--- src/hw/umaf_pkg.sv ---
package umaf_pkg;

    ////////////////////////////////////////////////////////////////////////////
    // register map, byte offsets on the bus
    localparam logic [7:0] OFF_DATA = 8'h00;
    localparam logic [7:0] OFF_STAT = 8'h04;
    localparam logic [7:0] OFF_CTRL = 8'h08;
    localparam logic [7:0] OFF_BAUD = 8'h0C;

    // status register bit positions
    localparam int ST_RXC  = 0;
    localparam int ST_TXC  = 1;
    localparam int ST_FE   = 2;
    localparam int ST_DBL  = 3;
    localparam int ST_MULTIPROC_FILTER_ENABLE = 4;
    localparam int ST_BUSY = 5;
    localparam int ST_OVR  = 6;

    // control register bit positions
    localparam int CT_RXEN = 0;
    localparam int CT_TXEN = 1;
    localparam int CT_TX_NINTH_BIT = 2;
    localparam int CT_RX_NINTH_BIT = 3;
    localparam int CT_CSZ  = 4;
    localparam int CT_SBS  = 7;

    ////////////////////////////////////////////////////////////////////////////
    localparam int DIV_W = 12;
    localparam logic [2:0]       RST_CSZ  = 3'h3;
    localparam logic [DIV_W-1:0] RST_DIV  = 12'h000;
    localparam logic [2:0]       CSZ_NINE = 3'h7;
    localparam logic [3:0]       CHAR_BASE = 4'h5;
    localparam logic [3:0]       NINE_BITS = 4'h9;

    // oversampling: 16 per bit normal, 8 per bit double speed
    localparam logic [3:0] SMP_LAST_N = 4'hF;
    localparam logic [3:0] SMP_LAST_D = 4'h7;
    // first of three centre samples used for the majority vote
    localparam logic [3:0] SMP_VOTE_N = 4'h7;
    localparam logic [3:0] SMP_VOTE_D = 4'h3;

    ////////////////////////////////////////////////////////////////////////////
    typedef enum logic [3:0] {
        RX_IDLE  = 4'h1,
        RX_START = 4'h2,
        RX_DATA  = 4'h4,
        RX_STOP  = 4'h8
    } umaf_rx_e;

    typedef enum logic [3:0] {
        TX_IDLE  = 4'h1,
        TX_START = 4'h2,
        TX_DATA  = 4'h4,
        TX_STOP  = 4'h8
    } umaf_tx_e;

endpackage

--- src/hw/umaf_baud_gen.sv ---
`timescale 1ns/10ps
module umaf_baud_gen (
    input  wire logic                       clk,
    input  wire logic                       rstn,
    input  wire logic [umaf_pkg::DIV_W-1:0] divisor,
    output logic                            tick
);

    typedef struct packed {
        logic [umaf_pkg::DIV_W-1:0] cnt;
        logic                       tick;
    } umaf_baud_s;

    umaf_baud_s q;
    umaf_baud_s d;

    // one sample tick every divisor+1 clocks; a new divisor applies at reload
    always_comb begin
        d = q;
        d.tick = 1'b0;
        if (q.cnt == '0) begin
            d.cnt  = divisor;
            d.tick = 1'b1;
        end else begin
            d.cnt = q.cnt - 1'b1;
        end
    end

    always_ff @(posedge clk or negedge rstn) begin
        if (!rstn) begin
            q <= '0;
        end else begin
            q <= d;
        end
    end

    assign tick = q.tick;
endmodule

--- src/hw/umaf_top.sv ---
// Local design decisions: the register addresses and register access over Avalon-MM.
`timescale 1ns/10ps
////////////////////////////////////////////////////////////////////////////////
////////////////////////////////////////////////////////////////////////////////
module umaf_top (
    input  wire logic        clk,
    input  wire logic        rstn,
    input  wire logic [7:0]  address,
    input  wire logic        read,
    input  wire logic        write,
    input  wire logic [31:0] writedata,
    output logic      [31:0] readdata,
    output logic             waitrequest,
    input  wire logic        rxd,
    output logic             txd
);

    typedef struct packed {
        logic                       ack;
        logic [11:0]                rdData;
        logic                       rxEn;
        logic                       txEn;
        logic                       txNinth;
        logic [2:0]                 charSize;
        logic                       stopSel;
        logic                       dblSpd;
        logic                       multiproc_filter_enable;
        logic [umaf_pkg::DIV_W-1:0] divisor;
        logic                       rx_complete_flag;
        logic                       tx_complete_flag;
        logic                       fe;
        logic                       ovr;
        logic [7:0]                 rxData;
        logic                       rxNinth;
        logic [2:0]                 sync;
        logic                       rxLvl;
        umaf_pkg::umaf_rx_e         rxState;
        logic [3:0]                 rxSmp;
        logic [3:0]                 rxBitCnt;
        logic [1:0]                 rxVotes;
        logic [8:0]                 rxShift;
        umaf_pkg::umaf_tx_e         txState;
        logic [3:0]                 txSmp;
        logic [3:0]                 txBitCnt;
        logic [8:0]                 txShift;
        logic                       txd;
    } umaf_state_s;

    umaf_state_s q;
    umaf_state_s d;

    // line idle high, both machines idle, filter off so every frame is taken
    localparam umaf_state_s RST_Q = '{
        charSize: umaf_pkg::RST_CSZ,
        divisor:  umaf_pkg::RST_DIV,
        sync:     3'h7,
        rxLvl:    1'b1,
        rxState:  umaf_pkg::RX_IDLE,
        txState:  umaf_pkg::TX_IDLE,
        txd:      1'b1,
        multiproc_filter_enable:     1'b0,
        default:  '0
    };

    logic       tick;
    logic       acc;
    logic       nine;
    logic [3:0] charBits;
    logic [3:0] smpLast;
    logic [3:0] voteFirst;
    logic       bitDone;
    logic       bitVal;
    logic       frameDone;
    logic       typeBit;
    logic       isAddr;
    logic       keep;
    logic [8:0] aligned;
    logic       txStart;

    umaf_baud_gen u_baud (
        .clk     (clk),
        .rstn    (rstn),
        .divisor (q.divisor),
        .tick    (tick)
    );

    ////////////////////////////////////////////////////////////////////////////
    // one character size serves both directions
    assign nine     = (q.charSize == umaf_pkg::CSZ_NINE);
    assign charBits = nine ? umaf_pkg::NINE_BITS
                           : umaf_pkg::CHAR_BASE + {2'h0, q.charSize[1:0]};
    assign smpLast   = q.dblSpd ? umaf_pkg::SMP_LAST_D : umaf_pkg::SMP_LAST_N;
    assign voteFirst = q.dblSpd ? umaf_pkg::SMP_VOTE_D : umaf_pkg::SMP_VOTE_N;

    // accepted on the second edge of a request, never earlier
    assign waitrequest = (read || write) && !q.ack;
    assign acc         = (read || write) && q.ack;
    assign txStart     = write && acc && (address == umaf_pkg::OFF_DATA);

    always_comb begin
        d         = q;
        bitDone   = 1'b0;
        bitVal    = 1'b0;
        frameDone = 1'b0;
        typeBit   = 1'b0;
        isAddr    = 1'b0;
        keep      = 1'b0;
        aligned   = q.rxShift >> (4'h9 - charBits);
        d.ack     = (read || write) && !q.ack;

        // read data are caught on the first edge so they stand at the accepting one
        if (read && !q.ack) begin
            if (address == umaf_pkg::OFF_DATA) begin
                d.rdData = {4'h0, q.rxData};
            end else if (address == umaf_pkg::OFF_STAT) begin
                d.rdData                       = 12'h000;
                d.rdData[umaf_pkg::ST_RXC]     = q.rx_complete_flag;
                d.rdData[umaf_pkg::ST_TXC]     = q.tx_complete_flag;
                d.rdData[umaf_pkg::ST_FE]      = q.fe;
                d.rdData[umaf_pkg::ST_DBL]     = q.dblSpd;
                d.rdData[umaf_pkg::ST_MULTIPROC_FILTER_ENABLE]    = q.multiproc_filter_enable;
                d.rdData[umaf_pkg::ST_BUSY]    = (q.txState != umaf_pkg::TX_IDLE);
                d.rdData[umaf_pkg::ST_OVR]     = q.ovr;
            end else if (address == umaf_pkg::OFF_CTRL) begin
                d.rdData                       = 12'h000;
                d.rdData[umaf_pkg::CT_RXEN]    = q.rxEn;
                d.rdData[umaf_pkg::CT_TXEN]    = q.txEn;
                d.rdData[umaf_pkg::CT_TX_NINTH_BIT]    = q.txNinth;
                d.rdData[umaf_pkg::CT_RX_NINTH_BIT]    = q.rxNinth;
                d.rdData[umaf_pkg::CT_CSZ +: 3] = q.charSize;
                d.rdData[umaf_pkg::CT_SBS]     = q.stopSel;
            end else if (address == umaf_pkg::OFF_BAUD) begin
                d.rdData = q.divisor;
            end else begin
                d.rdData = 12'h000;
            end
        end

        ////////////////////////////////////////////////////////////////////////
        // bus writes and clears first, so hardware sets below win
        if (write && acc) begin
            if (address == umaf_pkg::OFF_STAT) begin
                d.dblSpd = writedata[umaf_pkg::ST_DBL];
                d.multiproc_filter_enable   = writedata[umaf_pkg::ST_MULTIPROC_FILTER_ENABLE];
                // writing one to the transmit completion bit clears it as well
                if (writedata[umaf_pkg::ST_TXC]) begin
                    d.tx_complete_flag = 1'b0;
                end
            end else if (address == umaf_pkg::OFF_CTRL) begin
                d.rxEn     = writedata[umaf_pkg::CT_RXEN];
                d.txEn     = writedata[umaf_pkg::CT_TXEN];
                d.txNinth  = writedata[umaf_pkg::CT_TX_NINTH_BIT];
                d.charSize = writedata[umaf_pkg::CT_CSZ +: 3];
                d.stopSel  = writedata[umaf_pkg::CT_SBS];
            end else if (address == umaf_pkg::OFF_BAUD) begin
                d.divisor = writedata[umaf_pkg::DIV_W-1:0];
            end
        end
        if (read && acc && address == umaf_pkg::OFF_DATA) begin
            d.rx_complete_flag = 1'b0;
            d.ovr = 1'b0;
        end

        ////////////////////////////////////////////////////////////////////////
        // pin synchroniser: level moves once stages two and three agree
        d.sync = {q.sync[1:0], rxd};
        if (q.sync[1] == q.sync[2]) begin
            d.rxLvl = q.sync[2];
        end

        if (tick) begin
            if (q.rxState != umaf_pkg::RX_IDLE) begin
                d.rxSmp = q.rxSmp + 4'h1;
                if (q.rxSmp >= voteFirst && q.rxSmp <= voteFirst + 4'h2) begin
                    d.rxVotes = q.rxVotes + {1'b0, q.rxLvl};
                end
                if (q.rxSmp == voteFirst + 4'h2) begin
                    bitDone = 1'b1;
                    bitVal  = (q.rxVotes + {1'b0, q.rxLvl}) >= 2'h2;
                end
                if (q.rxSmp == smpLast) begin
                    d.rxSmp   = 4'h0;
                    d.rxVotes = 2'h0;
                end
            end
            case (q.rxState)
                umaf_pkg::RX_IDLE: begin
                    if (q.rxEn && !q.rxLvl) begin
                        d.rxState = umaf_pkg::RX_START;
                        d.rxSmp   = 4'h1;
                        d.rxVotes = 2'h0;
                    end
                end
                umaf_pkg::RX_START: begin
                    // a high majority in the start bit is a glitch
                    if (bitDone && bitVal) begin
                        d.rxState = umaf_pkg::RX_IDLE;
                        d.rxSmp   = 4'h0;
                    end else if (q.rxSmp == smpLast) begin
                        d.rxState  = umaf_pkg::RX_DATA;
                        d.rxBitCnt = 4'h0;
                    end
                end
                umaf_pkg::RX_DATA: begin
                    if (bitDone) begin
                        d.rxShift = {bitVal, q.rxShift[8:1]};
                    end
                    if (q.rxSmp == smpLast) begin
                        d.rxBitCnt = q.rxBitCnt + 4'h1;
                        if (q.rxBitCnt + 4'h1 == charBits) begin
                            d.rxState = umaf_pkg::RX_STOP;
                        end
                    end
                end
                umaf_pkg::RX_STOP: begin
                    // frame ends at the first stop bit's vote; later stop bits
                    // are idle line and a new start may follow at once
                    if (bitDone) begin
                        frameDone = 1'b1;
                        d.rxState = umaf_pkg::RX_IDLE;
                        d.rxSmp   = 4'h0;
                    end
                end
                default: d.rxState = umaf_pkg::RX_IDLE;
            endcase
        end

        typeBit = nine ? aligned[8] : bitVal;
        isAddr  = typeBit;
        keep    = !q.multiproc_filter_enable || isAddr;
        if (frameDone && keep) begin
            d.rxData  = aligned[7:0];
            d.rxNinth = nine ? aligned[8] : 1'b0;
            d.fe      = !bitVal;
            d.ovr     = q.rx_complete_flag || d.ovr;
            d.rx_complete_flag     = 1'b1;
        end
        // a dropped frame leaves every flag alone

        ////////////////////////////////////////////////////////////////////////
        // transmitter: nothing here looks at the filter bit
        if (txStart && q.txEn && q.txState == umaf_pkg::TX_IDLE) begin
            d.txState  = umaf_pkg::TX_START;
            d.txShift  = {q.txNinth, writedata[7:0]};
            d.txSmp    = 4'h0;
            d.txd      = 1'b0;
        end else if (tick && q.txState != umaf_pkg::TX_IDLE) begin
            d.txSmp = q.txSmp + 4'h1;
            if (q.txSmp == smpLast) begin
                d.txSmp = 4'h0;
                case (q.txState)
                    umaf_pkg::TX_START: begin
                        d.txState  = umaf_pkg::TX_DATA;
                        d.txBitCnt = 4'h0;
                        d.txd      = q.txShift[0];
                    end
                    umaf_pkg::TX_DATA: begin
                        d.txShift  = q.txShift >> 1;
                        d.txBitCnt = q.txBitCnt + 4'h1;
                        d.txd      = q.txShift[1];
                        if (q.txBitCnt + 4'h1 == charBits) begin
                            d.txState  = umaf_pkg::TX_STOP;
                            d.txBitCnt = 4'h0;
                            d.txd      = 1'b1;
                        end
                    end
                    umaf_pkg::TX_STOP: begin
                        // a second stop bit only when selected
                        if (q.stopSel && q.txBitCnt == 4'h0) begin
                            d.txBitCnt = 4'h1;
                        end else begin
                            d.txState = umaf_pkg::TX_IDLE;
                            d.tx_complete_flag     = 1'b1;
                        end
                    end
                    default: begin
                        d.txState = umaf_pkg::TX_IDLE;
                    end
                endcase
            end
        end
    end

    always_ff @(posedge clk or negedge rstn) begin
        if (!rstn) begin
            q <= RST_Q;
        end else begin
            q <= d;
        end
    end

    assign readdata = {20'h0, q.rdData};
    assign txd      = q.txd;
endmodule

--- config.mk ---
export PLATFORM = sky130hd
export DESIGN_NAME = umaf_top
export DESIGN_NICKNAME = d
export VERILOG_FILES = /design/src/hw/umaf_pkg.sv /design/src/hw/umaf_baud_gen.sv /design/src/hw/umaf_top.sv
export SDC_FILE = /design/constraint.sdc
export NUM_CORES = 1
export LEC_CHECK = 0
export BUFFER_PORTS_ARGS = -buffer_cell sky130_fd_sc_hd__buf_4
export CAP_MARGIN = 20
export CORE_MARGIN = 1.5
export CORE_UTILIZATION = 30
export DETAILED_ROUTE_END_ITERATION = 7
export PLACE_DENSITY = 0.52
export SETUP_SLACK_MARGIN = 0.1
export SLEW_MARGIN = 20
export SYNTH_ARGS = -nofsm -noshare
export SYNTH_HDL_FRONTEND = slang
export SYNTH_SLANG_ARGS = --single-unit
--- constraint.sdc ---
create_clock -name clk -period 3.9 [get_ports clk]
set_input_delay 0.585 -clock clk [delete_from_list [all_inputs] [get_ports clk]]
set_output_delay 0.585 -clock clk [all_outputs]
set_load 0.01 [all_outputs]
==> results.sh, run 1 <==
export IMPL_ys_ff_latch=109
export IMPL_drive_above_1_share_pct=20.5
export IMPL_synth_compound_area_share_pct=16.9
export IMPL_place_hpwl_mm=10.2
export IMPL_muxShareOfSynthArea_pct=9.87
export IMPL_post_cts_buffers=0
export IMPL_ys_types=80
export IMPL_postRouteAntennaNets=0
export IMPL_cts_max_level=3
export IMPL_grt_pass1_wl_mm=23.4
export IMPL_grt_overflow_total=0
export IMPL_fmaxAchievable_mhz=326
export IMPL_clock_sinks=109
export IMPL_yosys_area_share_adder_pct=3.20
export IMPL_min_path_type="primary input to asynchronous set/reset pin"
export IMPL_antenna_found_initial=0
export IMPL_path_cells="ha_1 > nand2_1 > inv_1 > ha_1 > or2_2 > o221ai_1 > nand4_1 > buf_4 > a31oi_1 > a21oi_1"
export IMPL_die_x_um=147
export IMPL_clockBufferDepth=2
export IMPL_end_kind="flop"
export IMPL_cp_num_buf_inv=2
export IMPL_yosysSeqAreaShare_pct=44.3
export IMPL_synth_xor_area_share_pct=1.70
export IMPL_drcViolationCount=0
export IMPL_synth_most_common_cell="dfrtp_1"
export IMPL_synth_async_reset_ratio_pct=100
export IMPL_worstSetupStartpointType="flop"
export IMPL_crit_fanout=22
export IMPL_leakagePower_nw=3.14
export IMPL_fin_ws_ps=829
export IMPL_drt_wl_total_mm=13.8
export IMPL_diodes=0
export IMPL_multi_input_area_um2=3070
export IMPL_vias=4486
export IMPL_synth_top_family_by_area="compound AO/OA/AOI/OAI gates"
export IMPL_ios=79
export IMPL_cp_arrival_ps=3320
export IMPL_fillCellCount=2061
export IMPL_synth_simple_area_share_pct=16.8
export IMPL_drv_slew=0
export IMPL_finalSetupViolCount=0
export IMPL_synth_edff_count=0
export IMPL_yosys_area_top_type="dfrtp_1"
export IMPL_grt_usage_pct=13.6
export IMPL_criticalPathCategory="flop to flop"
export IMPL_dp_slack_ps=858
export IMPL_core_area_um2=20200
export IMPL_status="completed"
export IMPL_p_total_mw=2.57
export IMPL_synthTopCellsByArea="dfrtp_1 (40%), mux2_2 (5.6%), buf_4 (3.9%), dfstp_2 (3.8%), a22o_1 (3.5%)"
export IMPL_wl_per_cell_um=15.6
export IMPL_die_y_um=147
export IMPL_slew_headroom_pct=41.7
export IMPL_skew_ps=8.68
export IMPL_grt_max_degree=67
export IMPL_layout_min_cycle_time_ps=3070
export IMPL_root_buffer="clkbuf_16"
export IMPL_worst_path_most_repeated_cell="ha_1"
export IMPL_cts_inserted_buffers=9
export IMPL_ctsResizeCount=0
export IMPL_syn_mean_instance_area_um2=10.4
export IMPL_cp_required_ps=4150
export IMPL_nNetsFinal=670
export IMPL_critical_path_top_delay_family="flip-flops"
export IMPL_synthTopCellsByCount="dfrtp_1 (100), nand2_1 (49), nor2_1 (39)"
export IMPL_insertion_delay_ps=370
export IMPL_slowest_delay_ps=710
export IMPL_syn_instance_count=596
export IMPL_via_per_inst=5.07
export IMPL_register_area_um2=2740
export IMPL_fin_setup_tns_ps=0
export IMPL_p_per_area_nw_per_um2=374
export IMPL_core_rowCount=52
export IMPL_cts_hold_buf=0
export IMPL_synthFlopType="dfrtp_1"
export IMPL_cts_tree="built"
export IMPL_cp_slowest_cell="dfstp_2"
export IMPL_gp_congestion=0.830
export IMPL_drv_cap=0
export IMPL_vdd_drop_max_v=0.000179
export IMPL_period_share_pct=78.8
export IMPL_area_delta_synth_final_pct=10.8
export IMPL_worst_pin_slew_ps=874
export IMPL_utilization_pct=33.9
export IMPL_portBuffers=38
export IMPL_drt_iter0_drc=249
export IMPL_hold_viol=0
export IMPL_syn_area_um2=6180
export IMPL_start_util_pct=30.6
export IMPL_dieArea_um2=21500
export IMPL_dr_pass1_iters=4
export IMPL_grt_pass1_vias=4517
export IMPL_synth_top_area_share_pct=40.5
export IMPL_clk_pin_slew_ps=80
export IMPL_synth_warnings=0
export IMPL_rsz0062_at_grt="no"
## metal layers
layer	global-route usage [%]	up-vias	wire length, um
met3	2.78	16	467
met2	22.6	90	6600
li1	-	2171	-
met1	17.5	2209	6490
met4	5.30	0	248
met5	0	-	0
## flip-flops by register name, summed over array words and instances (netlist names)
signal       cells
q               81
readdata        12
u_baud.q        12
d                2
txd              1
u_baud.tick      1
## worst reg2reg max path, cell delays in order, from the launching register on
cell and delay, ps:
dfstp_2 710, ha_1 370, nand2_1 120, inv_1 190, ha_1 340, or2_2 370
o221ai_1 240, nand4_1 120, buf_4 240, a31oi_1 160, a21oi_1 90
## power breakdown
group	switching, mW	leakage [nW]	internal [mW]
Combinational	0.155	1.56	0.151
Sequential	0.100	1.43	1.21
Clock	0.486	0.152	0.465
## stage by stage
| stage | area, um^2 | hold slack (ps) | std cells |
|---|---|---|---|
| CTS | 6850 | 305 | 885 |
| floorplan | 6250 | 289 | 615 |
| detailed placement | 6550 | 349 | 869 |
| finish | 6850 | 318 | 885 |
| global placement | 6550 | 347 | 869 |
| global route | 6850 | 304 | 885 |
## cells in the final DEF (no fill, tap or decap), drive strengths merged, types with 5 or more instances in the layout
cell    count
nand3      17
o21ai      24
a21o       15
nand2b     10
dfrtp     100
a211oi      6
a22o       25
inv        22
o31ai      10
mux4        8
nand4       7
a21oi      22
nor3b       5
and3        5
and2        5
ha         15
or4         5
a31oi       9
mux2i       7
xnor2       9
nor2b       9
clkbuf      9
nor3       12
o211ai      5
conb       20
nor2       40
mux2       32
nand2      49
or3         5
buf        44
dfstp       9
## area by class of cell
class,count,share of cell area (%)
Timing Repair Buffer,44,4.82
Sequential cell,109,40.0
Clock inverter,7,1.22
Inverter,17,0.931
Tap cell,270,4.93
Multi-Input combinational cell,429,44.9
Clock buffer,9,3.29
## worst paths after layout
path | endpoint | depth (start not counted) | from | slack (ps)
setup reg to reg | q[50] | 10 | q[77] | 830
hold reg to reg | d[48] | 0 | d[47] | 360
min in group clk | d[47] | 1 | rxd | 320
hold / removal | q[28] | 1 | rstn | 320
setup / recovery | q[50] | 10 | q[77] | 830
max in group asynchronous | readdata[8] | 2 | rstn | 2720
## kinds of logic after synthesis
family                     count (synthesis)
AOI/OAI and AO/OA                        146
xor gates and xnor gates                  12
adders and majority gates                 16
buffers and inverters                     77
DFF                                      109
muxes                                     47
other                                      1
and+or+nand+nor                          188
No activity file was read; power rests on OpenSTA's default activity.
==> run 2, diff against run 1 <==
Settings changed: PLACE_DENSITY 0.52 to 0.54.
Clock period 3.9 ns to 2.45 ns, I/O delays scaled along.
==> run 2 against run 1 <==
Compared with the run above: wire length grew 3.4%; total power increased by 58%; worst setup slack worse by 630 ps; cell area up 5.1%; utilization up 1.7 points; combinational power grew 69%; count of clock-buffer cells in the layout stayed put; global-route usage is 0.10 points lower.
==> results.sh, run 2 (synthesis results as in run 1) <==
export IMPL_status="completed"
export IMPL_cts_max_level=3
export IMPL_cp_arrival_ps=2470
export IMPL_finalSetupViolCount=0
export IMPL_grt_pass1_wl_mm=23.5
export IMPL_p_per_area_nw_per_um2=565
export IMPL_p_total_mw=4.07
export IMPL_postRouteAntennaNets=0
export IMPL_register_area_um2=2740
export IMPL_slew_headroom_pct=46.2
export IMPL_clockPowerShare_pct=36.2
export IMPL_final_cell_mix="dfrtp_1 (99), buf_4 (65), nand2_1 (47), nor2_1 (39), mux2_2 (31)"
export IMPL_die_x_um=147
export IMPL_core_area_um2=20200
export IMPL_die_y_um=147
export IMPL_worstSetupStartpointType="flop"
export IMPL_drv_cap=0
export IMPL_drt_iter0_drc=323
export IMPL_fin_setup_tns_ps=0
export IMPL_ios=79
export IMPL_clk_pin_slew_ps=80
export IMPL_cp_required_ps=2680
export IMPL_drive_above_1_share_pct=26.0
export IMPL_crit_fanout=5
export IMPL_core_rowCount=52
export IMPL_p_comb_share_pct=12.7
export IMPL_grt_max_degree=48
export IMPL_area_delta_synth_final_pct=16.5
export IMPL_diodes=0
export IMPL_rsz0062_at_grt="yes"
export IMPL_placed_cells=884
export IMPL_p_int_mw=2.91
export IMPL_min_path_type="primary input to flop"
export IMPL_dr_pass1_iters=4
export IMPL_regMostFlops="q"
export IMPL_wl_per_cell_um=15.6
export IMPL_drcViolationCount=0
export IMPL_vias=4661
export IMPL_layout_cells_non_filler=912
export IMPL_gp_congestion=0.850
export IMPL_largest_reg_flops=81
export IMPL_final_common_cell="dfrtp_1"
export IMPL_grt_overflow_total=0
export IMPL_place_hpwl_mm=10.3
export IMPL_end_kind="flop"
export IMPL_insertion_delay_ps=360
export IMPL_multi_input_area_um2=3190
export IMPL_hold_viol=0
export IMPL_antenna_found_initial=0
export IMPL_power_net_switching_mw=1.16
export IMPL_via_per_inst=5.11
export IMPL_grt_usage_pct=13.5
export IMPL_skew_ps=12.0
export IMPL_grt_pass1_vias=4629
export IMPL_nNetsFinal=697
export IMPL_vdd_drop_max_v=0.000307
export IMPL_clock_sinks=109
export IMPL_cts_tree="built"
export IMPL_layout_min_cycle_time_ps=2250
export IMPL_leakagePower_nw=3.31
export IMPL_period_share_pct=91.8
export IMPL_start_util_pct=30.6
export IMPL_seqPwrFrac_pct=51.1
export IMPL_clockBufferDepth=2
export IMPL_fmaxAchievable_mhz=445
export IMPL_cts_inserted_buffers=9
export IMPL_switching_share_pct=28.6
export IMPL_fillCellCount=2028
export IMPL_drv_slew=0
export IMPL_drt_wl_total_mm=14.3
export IMPL_criticalPathCategory="flop to flop"
export IMPL_portBuffers=38
export IMPL_dieArea_um2=21500
export IMPL_root_buffer="clkbuf_16"
export IMPL_worst_pin_slew_ps=804
[run 2: worst paths after layout]
| path | startpoint | endpoint | slack, ps | cells past startpoint |
|---|---|---|---|---|
| worst max-delay path | q[78] | q[20] | 200 | 7 |
| worst min-delay path | rxd | d[47] | 110 | 1 |
| worst max register to register | q[78] | q[20] | 200 | 7 |
| worst min register to register | d[47] | d[48] | 360 | 0 |
| max in group asynchronous | rstn | u_baud.q[12] | 1160 | 3 |
| min in group asynchronous | rstn | u_baud.q[11] | 520 | 2 |
[run 2: through the flow]
stage / setup WS, ps / area [um^2] / hold WS [ps] / util [%]
5_1_grt: 59.8 / 7200 / 95.1 / 35.6
4_1_cts: 119 / 7050 / 96.6 / 34.8
3_3_place_gp: 160 / 6730 / 348 / 33.2
3_5_place_dp: 122 / 6730 / 347 / 33.2
6_report: 201 / 7200 / 110 / 35.6
2_1_floorplan: 106 / 6350 / 71.9 / -
[run 2: critical path, cell delays in order (launching register included)]
cell      delay, ps
dfstp_2         570
ha_4            220
buf_4           140
nor4bb_1        260
a31oi_1          90
o32a_1          210
o21ai_0         470
a31oi_1         160
[run 2: final cells by class]
class / instances / area share, %
Timing Repair Buffer: 71 / 7.87
Tap cell: 270 / 4.69
Inverter: 17 / 0.921
Clock inverter: 7 / 1.04
Sequential cell: 109 / 38.0
Clock buffer: 9 / 3.13
Multi-Input combinational cell: 429 / 44.3
[run 2: power groups by stage]
stage               Clock, mW  Sequential, mW  Combinational, mW
floorplan                   0            2.08              0.391
global placement            0            2.10              0.501
detailed placement          0            2.11              0.514
CTS                      1.52            2.08              0.520
global route             1.60            2.11              0.584
finish                   1.47            2.08              0.517
[run 2: metal layers]
metal,GRT usage [%],part of all wire (%)
met1,17.8,47
met2,22.3,48
met3,2.81,3.3
met4,4.19,1.7
met5,0,0
[run 2: timing repair]
action                                  CTS  global route
hold buffers                              1             0
gates resized for setup                   2            19
gates cloned                              0             2
pin swaps                                 0            10
hold endpoints to repair                 16             0
endpoints found under the setup margin    2            17
setup buffers                             0             9
